## config.mk

```make
export PLATFORM = sky130hd
export DESIGN_NAME = rld_ctrl
export DESIGN_NICKNAME = d
export VERILOG_FILES = /design/src/inc/rld_pkg.sv /design/src/rtl/rld_ctrl.sv
export SDC_FILE = /design/constraint.sdc
export NUM_CORES = 1
export LEC_CHECK = 0
export BUFFER_PORTS_ARGS = -buffer_cell sky130_fd_sc_hd__buf_4
export CAP_MARGIN = 20
export CORE_AREA = 4 4 94 52
export DETAILED_ROUTE_END_ITERATION = 6
export DIE_AREA = 0 0 98 56
export MAX_ROUTING_LAYER = met4
export PLACE_DENSITY = 0.78
export SYNTH_ARGS = -nofsm -noshare
export SYNTH_HDL_FRONTEND = slang
export SYNTH_SLANG_ARGS = --single-unit
```

## constraint.sdc

```tcl
create_clock -name pclk -period 1.8 [get_ports pclk]
set_input_delay 0.54 -clock pclk [delete_from_list [all_inputs] [get_ports pclk]]
set_output_delay 0.54 -clock pclk [all_outputs]
set_load 0.03 [all_outputs]
```

## src/inc/rld_pkg.sv

```systemverilog
// package for the reference ladder converter control block
// assumes an apb slave wrapper in rtl/ that reads these offsets and layouts
package rld_pkg;

  // register byte offsets (one aligned 32-bit word each)
  localparam logic [11:0] CTRL_OFFSET  = 12'h000;
  localparam logic [11:0] LEVEL_OFFSET = 12'h004;

  // control register field positions, level code width and step count
  localparam int CTRL_ON_BIT    = 7;
  localparam int CTRL_LPS_BIT   = 6;
  localparam int CTRL_OE_BIT    = 5;
  localparam int CTRL_PSS_LO    = 2;
  localparam int CTRL_NSS_BIT   = 0;
  localparam int LEVEL_CODE_W   = 5;
  localparam int LEVEL_STEPS    = 32;

  // writable bit masks; unimplemented bits are zero here
  localparam logic [7:0] CTRL_WMASK  = 8'hed;
  localparam logic [7:0] LEVEL_WMASK = 8'h1f;

  // reset values
  localparam logic [7:0] CTRL_RESET  = 8'h00;
  localparam logic [7:0] LEVEL_RESET = 8'h00;

  // upper reference source codes
  typedef enum logic [1:0] {
    RLD_UP_SUPPLY   = 2'h0,
    RLD_UP_EXT_PIN  = 2'h1,
    RLD_UP_FIXED    = 2'h2,
    RLD_UP_RESERVED = 2'h3
  } rld_upper_src_t;

  // analog switch controls for the ladder and output pin
  typedef struct packed {
    logic                    ladder_on;       // ladder powered and tapped
    logic                    upper_connect;   // upper reference tied to ladder top
    logic                    lower_connect;   // lower reference tied to ladder bottom
    logic [1:0]              upper_ref_select;
    logic                    lower_ref_select;
    logic [LEVEL_CODE_W-1:0] level_code;
    logic                    short_to_upper;  // output shorted to upper reference
    logic                    short_to_lower;  // output shorted to lower reference
    logic                    pin_route;       // level routed to output pin
  } rld_analog_t;

  // pin override controls
  typedef struct packed {
    logic digital_drive_off;   // digital output driver overridden
    logic input_detect_off;    // digital input threshold detector overridden
  } rld_pin_ovr_t;

  // module state apart from the pin sampler flops
  typedef struct packed {
    logic [7:0]   ctrl;
    logic [7:0]   level;
    logic         pready;
    logic [31:0]  prdata;
    logic         pslverr;
    rld_analog_t  ana;
    rld_pin_ovr_t ovr;
    logic         pin_read;
  } rld_state_t;

endpackage : rld_pkg

```

## src/rtl/rld_ctrl.sv

```systemverilog
// control logic for a 32-level resistor-ladder reference converter, apb slave
// assumes a 125 MHz pclk, async active-low presetn, and that retention
// across sleep is kept by holding pclk domain state (no reset on wake)
//
// Functional notes
// [RQ1] five-bit level code selects one of 32 ladder taps
// [RQ2] enabled output equals lower plus span times code over 32
// [RQ3] disabled, low-power set, code all ones: output shorted to upper reference
// [RQ4] disabled, low-power clear, code all zeros: output shorted to lower reference
// [RQ5] low-power bit set cuts lower reference; clear cuts upper reference
// [RQ6] upper select: 00 supply, 01 external pin, 10 fixed buffer, 11 reserved
// [RQ7] lower select: 0 ground, 1 external negative reference pin
// [RQ8] pin drive enable routes the level to the output pin
// [RQ9] routed pin overrides digital output driver and input threshold detector
// [RQ10] digital read of a routed pin returns zero
// [RQ11] software clamps to upper by disabling, low-power set, code all ones
// [RQ12] control register contents survive wake from sleep
// [RQ13] software should disable the reference before sleep
// [RQ14] any reset disables, unroutes pin and clears code; all bits zero
// [RQ15] unimplemented bits ignore writes and read as zero
// [RQ16] enable bit turns the converter on and off
// [RQ17] writes act on the completing edge; switches follow stored values

module rld_ctrl (
  // apb clock and reset
  input  wire logic                       pclk,
  input  wire logic                       presetn,
  // apb slave
  input  wire logic                       psel,
  input  wire logic                       penable,
  input  wire logic                       pwrite,
  input  wire logic [11:0]                paddr,
  input  wire logic [31:0]                pwdata,
  input  wire logic [3:0]                 pstrb,
  output logic                            pready,
  output logic [31:0]                     prdata,
  output logic                            pslverr,
  // analog switch controls
  output rld_pkg::rld_analog_t            analog_ctl,
  // output pin overrides
  output rld_pkg::rld_pin_ovr_t           pin_override,
  // digital read path of the level output pin
  input  wire logic                       level_output_pin_in,
  output logic                            level_output_pin_read
);

  rld_pkg::rld_state_t st_r;
  rld_pkg::rld_state_t st_nxt;

  // pin sampler: three flops, a change counts once stages two and three agree
  logic [2:0] pin_sync_r;
  logic       pin_clean_r;

  always_ff @(posedge pclk or negedge presetn) begin
    if (!presetn) begin
      pin_sync_r  <= 3'h0;
      pin_clean_r <= 1'b0;
    end else begin
      pin_sync_r <= {pin_sync_r[1:0], level_output_pin_in};
      if (pin_sync_r[1] == pin_sync_r[2]) begin
        pin_clean_r <= pin_sync_r[2];
      end
    end
  end

  // apb decode helpers
  logic       acc_phase;
  logic       hit_ctrl;
  logic       hit_level;
  logic [7:0] ctrl_v;
  logic [7:0] level_v;
  logic       on_v;
  logic       lps_v;
  logic       full_code;
  logic       zero_code;

  assign acc_phase = psel && penable;
  assign hit_ctrl  = paddr == rld_pkg::CTRL_OFFSET;
  assign hit_level = paddr == rld_pkg::LEVEL_OFFSET;

  // next state: register file, bus answer and analog decode
  always_comb begin
    st_nxt         = st_r;
    st_nxt.pready  = 1'b0;
    st_nxt.pslverr = 1'b0;
    ctrl_v         = st_r.ctrl;
    level_v        = st_r.level;

    // setup phase: answer in the following access cycle, zero wait
    if (psel && !penable) begin
      st_nxt.pready = 1'b1;
      st_nxt.prdata = 32'h0000_0000;
      if (!(hit_ctrl || hit_level)) begin
        st_nxt.pslverr = 1'b1;    // unmapped address
      end else if (!pwrite) begin
        // unimplemented bits always zero in storage, so they read as zero
        st_nxt.prdata = {24'h00_0000, hit_ctrl ? st_r.ctrl : st_r.level}; // RQ15
      end
    end

    // write lands on the edge that completes the access
    if (acc_phase && st_r.pready && pwrite && pstrb[0]) begin
      if (hit_ctrl) begin
        ctrl_v = pwdata[7:0] & rld_pkg::CTRL_WMASK;     // RQ15
      end
      if (hit_level) begin
        level_v = pwdata[7:0] & rld_pkg::LEVEL_WMASK;   // RQ15
      end
    end
    st_nxt.ctrl  = ctrl_v;    // RQ17
    st_nxt.level = level_v;   // RQ1

    // analog switches decoded from the new stored values, so they move with them
    on_v      = ctrl_v[rld_pkg::CTRL_ON_BIT];
    lps_v     = ctrl_v[rld_pkg::CTRL_LPS_BIT];
    full_code = level_v[rld_pkg::LEVEL_CODE_W-1:0] == 5'h1f;
    zero_code = level_v[rld_pkg::LEVEL_CODE_W-1:0] == 5'h00;

    st_nxt.ana.ladder_on        = on_v;                                       // RQ16
    st_nxt.ana.level_code       = level_v[rld_pkg::LEVEL_CODE_W-1:0];        // RQ2
    st_nxt.ana.upper_ref_select = ctrl_v[rld_pkg::CTRL_PSS_LO +: 2];         // RQ6
    st_nxt.ana.lower_ref_select = ctrl_v[rld_pkg::CTRL_NSS_BIT];             // RQ7
    // enabled: both ends tied for the ratio; disabled: one end cut for low power
    st_nxt.ana.upper_connect    = on_v || lps_v;                              // RQ5
    st_nxt.ana.lower_connect    = on_v || !lps_v;                             // RQ5
    st_nxt.ana.short_to_upper   = !on_v && lps_v && full_code;                // RQ3
    st_nxt.ana.short_to_lower   = !on_v && !lps_v && zero_code;               // RQ4
    st_nxt.ana.pin_route        = ctrl_v[rld_pkg::CTRL_OE_BIT];              // RQ8

    // routed pin: digital buffers overridden and reads forced low
    st_nxt.ovr.digital_drive_off = ctrl_v[rld_pkg::CTRL_OE_BIT];             // RQ9
    st_nxt.ovr.input_detect_off  = ctrl_v[rld_pkg::CTRL_OE_BIT];             // RQ9
    st_nxt.pin_read = ctrl_v[rld_pkg::CTRL_OE_BIT] ? 1'b0 : pin_clean_r;     // RQ10
  end

  // state register; only presetn clears it, so sleep and wake keep contents
  always_ff @(posedge pclk or negedge presetn) begin
    if (!presetn) begin
      st_r       <= '0;                         // RQ14
      st_r.ctrl  <= rld_pkg::CTRL_RESET;        // RQ14
      st_r.level <= rld_pkg::LEVEL_RESET;       // RQ14
    end else begin
      st_r <= st_nxt;                           // RQ12
    end
  end

  // outputs straight from flops
  assign pready                = st_r.pready;
  assign prdata                = st_r.prdata;
  assign pslverr               = st_r.pslverr;
  assign analog_ctl            = st_r.ana;
  assign pin_override          = st_r.ovr;
  assign level_output_pin_read = st_r.pin_read;

endmodule : rld_ctrl

```

==> summary.md, run 1 <==
Critical path
* **critical path capture point type** flip-flop
* **Crit path required time** 1990 ps
* **largest fanout on the critical path** 6
* **Worst R2R Setup Slack** 250 ps
* **worst setup path class** primary input to flip-flop
* **kind of start point of the critical path** primary input
* **worst endpoint data arrival time** 1870 ps

Synthesis
* **distinct cell type count of the synthesized netlist** 32
* **netlist area before placement** 0.00166 mm2
* **sequential area share after synthesis** 45.1%
* **cell type with the largest total area after synthesis** sky130_fd_sc_hd__dfrtp_1
* **per-instance average area after synthesis** 10.9 um2
* **dominant register cell in the synthesized netlist** sky130_fd_sc_hd__dfrtp_1
* **synth top area cells** sky130_fd_sc_hd__dfrtp_1, sky130_fd_sc_hd__buf_4, sky130_fd_sc_hd__mux2_2, sky130_fd_sc_hd__a22o_1, sky130_fd_sc_hd__nor4_4
* **number of flops mapped to enable cells by yosys** 0
* **Yosys warning count** 0
* **Async S/R FF share, synth** 100%
* **count of mapped cells out of synthesis** 153
* **fraction of synthesized cell area taken by the top area cell type** 45.1%
* **count of state elements after synthesis** 30

Global routing
* **number of antenna violations at the first check in global routing** 0
* **global-route met2 utilization** 19.2%
* **global-route congestion overflow total** 0
* **via count of the first global-routing pass** 1149
* **peak-usage layer in the global routing report** met2
* **largest net degree at the start of global routing** 31
* **GR Layer Usage met3** 5.26%
* **all-layer global routing usage** 13.9%
* **met1 Resource Use GR** 19.0%
* **first-pass GRT wire length** 5.78 mm

Final layout
* **share of the core filled with cells in the final layout** 49.9%
* **filler cell count** 372
* **Finished Layout Cells** 256
* **sequential standard cell area** 751 um2
* **fraction of final layout cells with drive strength greater than 1** 46.2%
* **number of antenna repair diodes** 0
* **synthesis-to-finish area growth** 24.4%
* **area occupied by multi-input gates** 644 um2
* **net count reported at finish** 252

STA
* **timing-limited maximum frequency** 595 MHz
* **Final Cycle Share** 93.3%
* **final count of negative-setup-slack endpoints** 0
* **hold violation total from the final report** 0
* **setup skew after layout** 3.36 ps
* **final critical delay including setup and external delays** 1680 ps
* **Max Transition Viols Final** 0
* **worst-case hold slack** 177 ps
* **RSZ-0062 raised after global routing** no

Placed design
* **half-perimeter wire length of the detailed placement result** 2.91 mm
* **weighted congestion at the end of routability-driven global placement** 0.831
* **IO buf count** 53
* **count of placed standard cells including taps** 246

Job
* **Max-cap violations** 0

Clocking
* **Num CTS Buffers** 5
* **Num Clock Sinks** 30
* **TritonCTS clock tree** yes
* **worst-skew pair later-pin latency** 280 ps
* **clock transition at the registers of the reported paths** 60 ps
* **clock tree root buffer cell** sky130_fd_sc_hd__clkbuf_8
* **number of buffers on the longest clock path** 2
* **H-tree depth** 2

Route
* **detailed-route wire length per cell** 13.9 um
* **final WL** 3.56 mm
* **DR iter-0 viols** 39
* **average via count per standard cell** 4.36
* **number of detailed-route iterations in the first pass** 4
* **DRC violation count after routing** 0
* **Antenna Violating Nets Remaining** 0
* **count of vias placed by the detailed router** 1115

Pwr
* **worst vdd rail ir drop** 344 uV
* **Power Dens Cells** 687 mW/mm2
* **Static Leakage** 0.00105 uW
* **total power after layout** 1420 uW

Floorplanning
* **Vert. Die Dim** 56 um
* **die width** 98 um
* **placeable core region** 0.00415 mm2
* **die area** 0.00549 mm2
* **effective utilization at floorplan** 40.1%
* **IO Pins** 105
* **site row count** 17

Hold path
* **type of the most critical hold path** primary input to async pin

Status
* **result of the run** finished clean

-- placed cells by master, fill, tap and decap left out, types with 3 or more instances in the layout --
cell type                  instances
sky130_fd_sc_hd__buf_4            67
sky130_fd_sc_hd__dfrtp_1          30
sky130_fd_sc_hd__conb_1           24
sky130_fd_sc_hd__nand2_1           6
sky130_fd_sc_hd__nor2_1            6
sky130_fd_sc_hd__o21ai_0           6
sky130_fd_sc_hd__clkbuf_8          6
sky130_fd_sc_hd__mux2_4            5
sky130_fd_sc_hd__mux2_2            5
sky130_fd_sc_hd__a22o_1            5
sky130_fd_sc_hd__nand3_1           3
sky130_fd_sc_hd__nand4_1           3
sky130_fd_sc_hd__mux2i_1           3
-- logic make-up after synthesis --
kind of cell / after synthesis / synth area share [%]
AO/OA/AOI/OAI: 15 / 6.40
adder cells (fa/ha/maj): 1 / 0.602
buffers and inverters: 54 / 23.4
flip-flops: 30 / 45.1
multiplexers: 13 / 8.58
other: 1 / 0.226
AND/OR/NAND/NOR: 39 / 15.7
-- worst paths after layout --
path,startpoint,to,cells past startpoint
max,paddr[9],analog_ctl[2]$_DFF_PN0_,7
min,presetn,st_r[66]$_DFF_PN0_,1
max reg2reg,pready$_DFF_PN0_,analog_ctl[1]$_DFF_PN0_,4
min reg2reg,pin_sync_r[0]$_DFF_PN0_,pin_sync_r[1]$_DFF_PN0_,0
max in group asynchronous,presetn,pin_sync_r[2]$_DFF_PN0_,1
min in group pclk,pin_sync_r[0]$_DFF_PN0_,pin_sync_r[1]$_DFF_PN0_,0
-- timing repair --
item / in CTS / in global routing
hold buffers: 0 / 0
setup endpoints to repair: 0 / 9
gates resized for setup: 0 / 2
setup buffers: 0 / 2
-- worst max-delay path, stage by stage --
cell	delay (ps)
sky130_fd_sc_hd__buf_4	120
sky130_fd_sc_hd__nor4_4	250
sky130_fd_sc_hd__buf_4	170
sky130_fd_sc_hd__buf_4	110
sky130_fd_sc_hd__and4_2	340
sky130_fd_sc_hd__nand4b_1	140
sky130_fd_sc_hd__a22oi_1	190
-- flip-flops by register name, indices dropped and copies added (netlist names) --
name                   count
analog_ctl                10
prdata                     8
st_r                       5
pin_sync_r                 3
level_output_pin_read      1
pin_clean_r                1
pready                     1
pslverr                    1
-- Yosys cell counts (3+ instances only) --
| library cell | n |
|---|---|
| sky130_fd_sc_hd__nand4_1 | 3 |
| sky130_fd_sc_hd__nor2_1 | 6 |
| sky130_fd_sc_hd__a22o_1 | 5 |
| sky130_fd_sc_hd__mux2_2 | 10 |
| sky130_fd_sc_hd__buf_4 | 49 |
| sky130_fd_sc_hd__o21ai_0 | 6 |
| sky130_fd_sc_hd__mux2i_1 | 3 |
| sky130_fd_sc_hd__nand2_1 | 6 |
| sky130_fd_sc_hd__nand3_1 | 3 |
| sky130_fd_sc_hd__and2_1 | 3 |
| sky130_fd_sc_hd__dfrtp_1 | 30 |
-- power breakdown --
group	internal, uW	leakage, uW	switching, uW
combinational	59.7	0.000608	125
clock	308	0.0000482	239
sequential	685	0.000395	4.02
total	1050	0.00105	369
-- cell type report --
class | count | area share (%)
multi-input cells | 92 | 31.2
inverters | 2 | 0.363
well taps | 57 | 3.45
clock buffers | 7 | 4.17
repair buffers | 67 | 24.3
flip-flops and latches | 30 | 36.3
clock inverters | 1 | 0.242
-- per-layer routing --
layer  vias to the layer above  share of wire [%]
li1                        547                  -
met1                       521                 48
met2                        42                 43
met3                         5                8.2
met4                         0                1.0
met5                         -                  0
-- per-stage QoR --
stage	cell area (um2)	worst slack, ps	setup TNS, ps
3_5_place_dp	1950	-276	-3990
6_report	2070	120	0
2_1_floorplan	1770	-28.9	-145
5_1_grt	2070	25.9	0
4_1_cts	2040	15.8	0
3_3_place_gp	1950	-223	-3050
Note: power is estimated with default switching activity, not from simulation.
==> run 2: changes to the inputs <==
--- a/config.mk
+++ b/config.mk
@@ -7,11 +7,12 @@
 export LEC_CHECK = 0
 export BUFFER_PORTS_ARGS = -buffer_cell sky130_fd_sc_hd__buf_4
 export CAP_MARGIN = 20
-export CORE_AREA = 4 4 94 52
+export CORE_AREA = 4 4 91 50
+export CTS_CLUSTER_SIZE = 30
 export DETAILED_ROUTE_END_ITERATION = 6
-export DIE_AREA = 0 0 98 56
+export DIE_AREA = 0 0 95 54
 export MAX_ROUTING_LAYER = met4
-export PLACE_DENSITY = 0.78
+export PLACE_DENSITY = 0.83
 export SYNTH_ARGS = -nofsm -noshare
 export SYNTH_HDL_FRONTEND = slang
 export SYNTH_SLANG_ARGS = --single-unit
==> constraint.sdc (replaced) <==
create_clock -name pclk -period 2.1 [get_ports pclk]
set_input_delay 0.63 -clock pclk [delete_from_list [all_inputs] [get_ports pclk]]
set_output_delay 0.63 -clock pclk [all_outputs]
set_load 0.03 [all_outputs]
==> run 2 against run 1 <==
Compared with the run above: final cell count down 4.3%; via count fell by 1.7%; sequential power fell by 14%; cell area down 3.9%; die area is 6.5% lower; total power shrank 10%; non-clock buffer count fell by 8; clock power down 2%; global-route usage rose by 1.1 points; register-to-register slack improved by 260 ps; hold slack better by 86 ps; critical endpoint is now analog_ctl[7]$_DFF_PN0_; largest cell class unchanged.
==> summary.md, run 2 (synthesis results as in run 1) <==
Critical path
* **WP buf/inv** 1
* **Worst R2R Setup Slack** 510 ps
* **sequence of cells on the critical path** buf_4, nor4_4, and3_1, and2_1, mux2_2
* **largest fanout on the critical path** 5
* **Worst R2R Start** pready$_DFF_PN0_
* **R2R depth** 4
* **Crit path required time** 2270 ps
* **cell at the slowest stage of the critical path** sky130_fd_sc_hd__mux2_2
* **CP delay by family, top** simple AND/OR/NAND/NOR gates
* **worst setup path class** primary input to flip-flop
* **worst endpoint data arrival time** 1920 ps
* **Critical Path Max Stage Delay** 360 ps
* **critical register-to-register path endpoint** analog_ctl[1]$_DFF_PN0_
* **kind of start point of the critical path** primary input
* **critical path capture point type** flip-flop

Clocking
* **Hold Buf Count CTS** 0
* **worst-skew pair later-pin latency** 280 ps
* **TritonCTS clock tree** yes
* **cells resized by post-CTS repair** 0
* **Num Clock Sinks** 30
* **clock tree root buffer cell** sky130_fd_sc_hd__clkbuf_8
* **Num CTS Buffers** 5
* **H-tree depth** 2
* **clock transition at the registers of the reported paths** 60 ps
* **number of buffers on the longest clock path** 2
* **post-CTS setup buffer count** 0

Pwr
* **worst vdd rail ir drop** 288 uV
* **Pint** 962 uW
* **Power Dens Cells** 642 mW/mm2
* **Static Leakage** 0.00102 uW
* **reported net switching power** 314 uW
* **switching part of the total power** 24.6%
* **Gate power share** 11.7%
* **clock power share** 42.0%
* **share of power burned in registers** 46.2%

Floorplanning
* **placeable core region** 0.00376 mm2
* **die area** 0.00513 mm2
* **IO Pins** 105
* **Vert. Die Dim** 54 um
* **die width** 95 um
* **site row count** 16
* **effective utilization at floorplan** 44.2%

STA
* **setup skew after layout** 5.62 ps
* **total negative slack** 0 ps
* **RSZ-0062 raised after global routing** no
* **hold violation total from the final report** 0
* **Max Transition Viols Final** 0
* **final count of negative-setup-slack endpoints** 0
* **final critical delay including setup and external delays** 1750 ps
* **timing-limited maximum frequency** 571 MHz
* **Final Cycle Share** 83.4%

Placed design
* **IO buf count** 53
* **half-perimeter wire length of the detailed placement result** 2.78 mm
* **area post-placement** 0.00188 mm2
* **weighted congestion at the end of routability-driven global placement** 0.808

Route
* **DRC violation count after routing** 0
* **count of vias placed by the detailed router** 1096
* **number of detailed-route iterations in the first pass** 4
* **DR iter-0 viols** 33
* **average via count per standard cell** 4.47
* **detailed-route wire length per cell** 14.0 um
* **Antenna Violating Nets Remaining** 0
* **final WL** 3.43 mm

Final layout
* **net count reported at finish** 244
* **number of antenna repair diodes** 0
* **sequential standard cell area** 751 um2
* **commonest cells after routing, fill and taps aside** sky130_fd_sc_hd__buf_4, sky130_fd_sc_hd__dfrtp_1, sky130_fd_sc_hd__conb_1, sky130_fd_sc_hd__mux2_2, sky130_fd_sc_hd__clkbuf_8
* **most common library cell in the layout ignoring fill and taps** sky130_fd_sc_hd__buf_4
* **post-route cell area** 0.00199 mm2
* **fraction of final layout cells with drive strength greater than 1** 44.0%
* **synthesis-to-finish area growth** 19.6%
* **flip-flop count of the largest register after layout** 10
* **area occupied by multi-input gates** 609 um2
* **filler cell count** 368

Global routing
* **number of antenna violations at the first check in global routing** 0
* **via count of the first global-routing pass** 1052
* **first-pass GRT wire length** 5.24 mm
* **global-route congestion overflow total** 0
* **all-layer global routing usage** 15.0%
* **largest net degree at the start of global routing** 31

Hold path
* **type of the most critical hold path** primary input to async pin

Status
* **result of the run** finished clean

Job
* **Max-cap violations** 0

## run 2: cell count changes in the layout (fill, tap and decap cells not counted), moves of 2 or more
cell                       delta
sky130_fd_sc_hd__clkbuf_8     +2
sky130_fd_sc_hd__mux2_2       +5
sky130_fd_sc_hd__mux2_4       -5
sky130_fd_sc_hd__buf_4        -8
## run 2: worst max path at each step
stage	from	end	slack, ps	depth (start not counted)
after floorplan	paddr[9]	analog_ctl[3]$_DFF_PN0_	170	6
after global placement	paddr[1]	analog_ctl[4]$_DFF_PN0_	50	5
after detailed placement	paddr[1]	analog_ctl[7]$_DFF_PN0_	50	5
after CTS	paddr[1]	analog_ctl[7]$_DFF_PN0_	350	5
after global routing	paddr[1]	prdata[0]$_DFFE_PN0P_	280	6
final	paddr[1]	analog_ctl[7]$_DFF_PN0_	350	5
## run 2: area by class of cell
cell class,count,share of cell area [%]
Sequential cell,30,37.8
Tap cell,54,3.40
Inverter,2,0.378
Clock buffer,8,5.54
Timing Repair Buffer,59,22.3
Multi-Input combinational cell,92,30.6
## run 2: power by group through the flow
| stage | clock, uW | combinational (uW) | sequential [uW] |
|---|---|---|---|
| after detailed placement | 0 | 149 | 601 |
| after global placement | 0 | 148 | 601 |
| final | 537 | 150 | 590 |
| after CTS | 557 | 149 | 590 |
| after global routing | 582 | 162 | 591 |
| after floorplan | 0 | 106 | 608 |
## run 2: stage by stage
stage          std cells  setup WS, ps  power [uW]  hold slack (ps)  utilization [%]
6_report             245           349        1280              262             52.8
4_1_cts              245           354        1300              270             52.8
5_1_grt              245           281        1340              287             52.8
3_5_place_dp         237          50.9         750              341             49.9
2_1_floorplan        176           169         714              331                -
3_3_place_gp         237          53.1         748              333             49.9
## run 2: worst register-to-register path: stages, from the launching register on
cell	delay, ps
sky130_fd_sc_hd__dfrtp_1	350
sky130_fd_sc_hd__nand2_1	90
sky130_fd_sc_hd__or2_2	350
sky130_fd_sc_hd__or4_1	500
sky130_fd_sc_hd__a22oi_1	210
## run 2: layer usage
metal	GRT usage (%)	vias up	wire length (um)
met5	-	-	0
met4	7.89	0	63
met3	5.31	6	267
met2	19.6	49	1420
met1	20.1	511	1680
li1	-	530	-
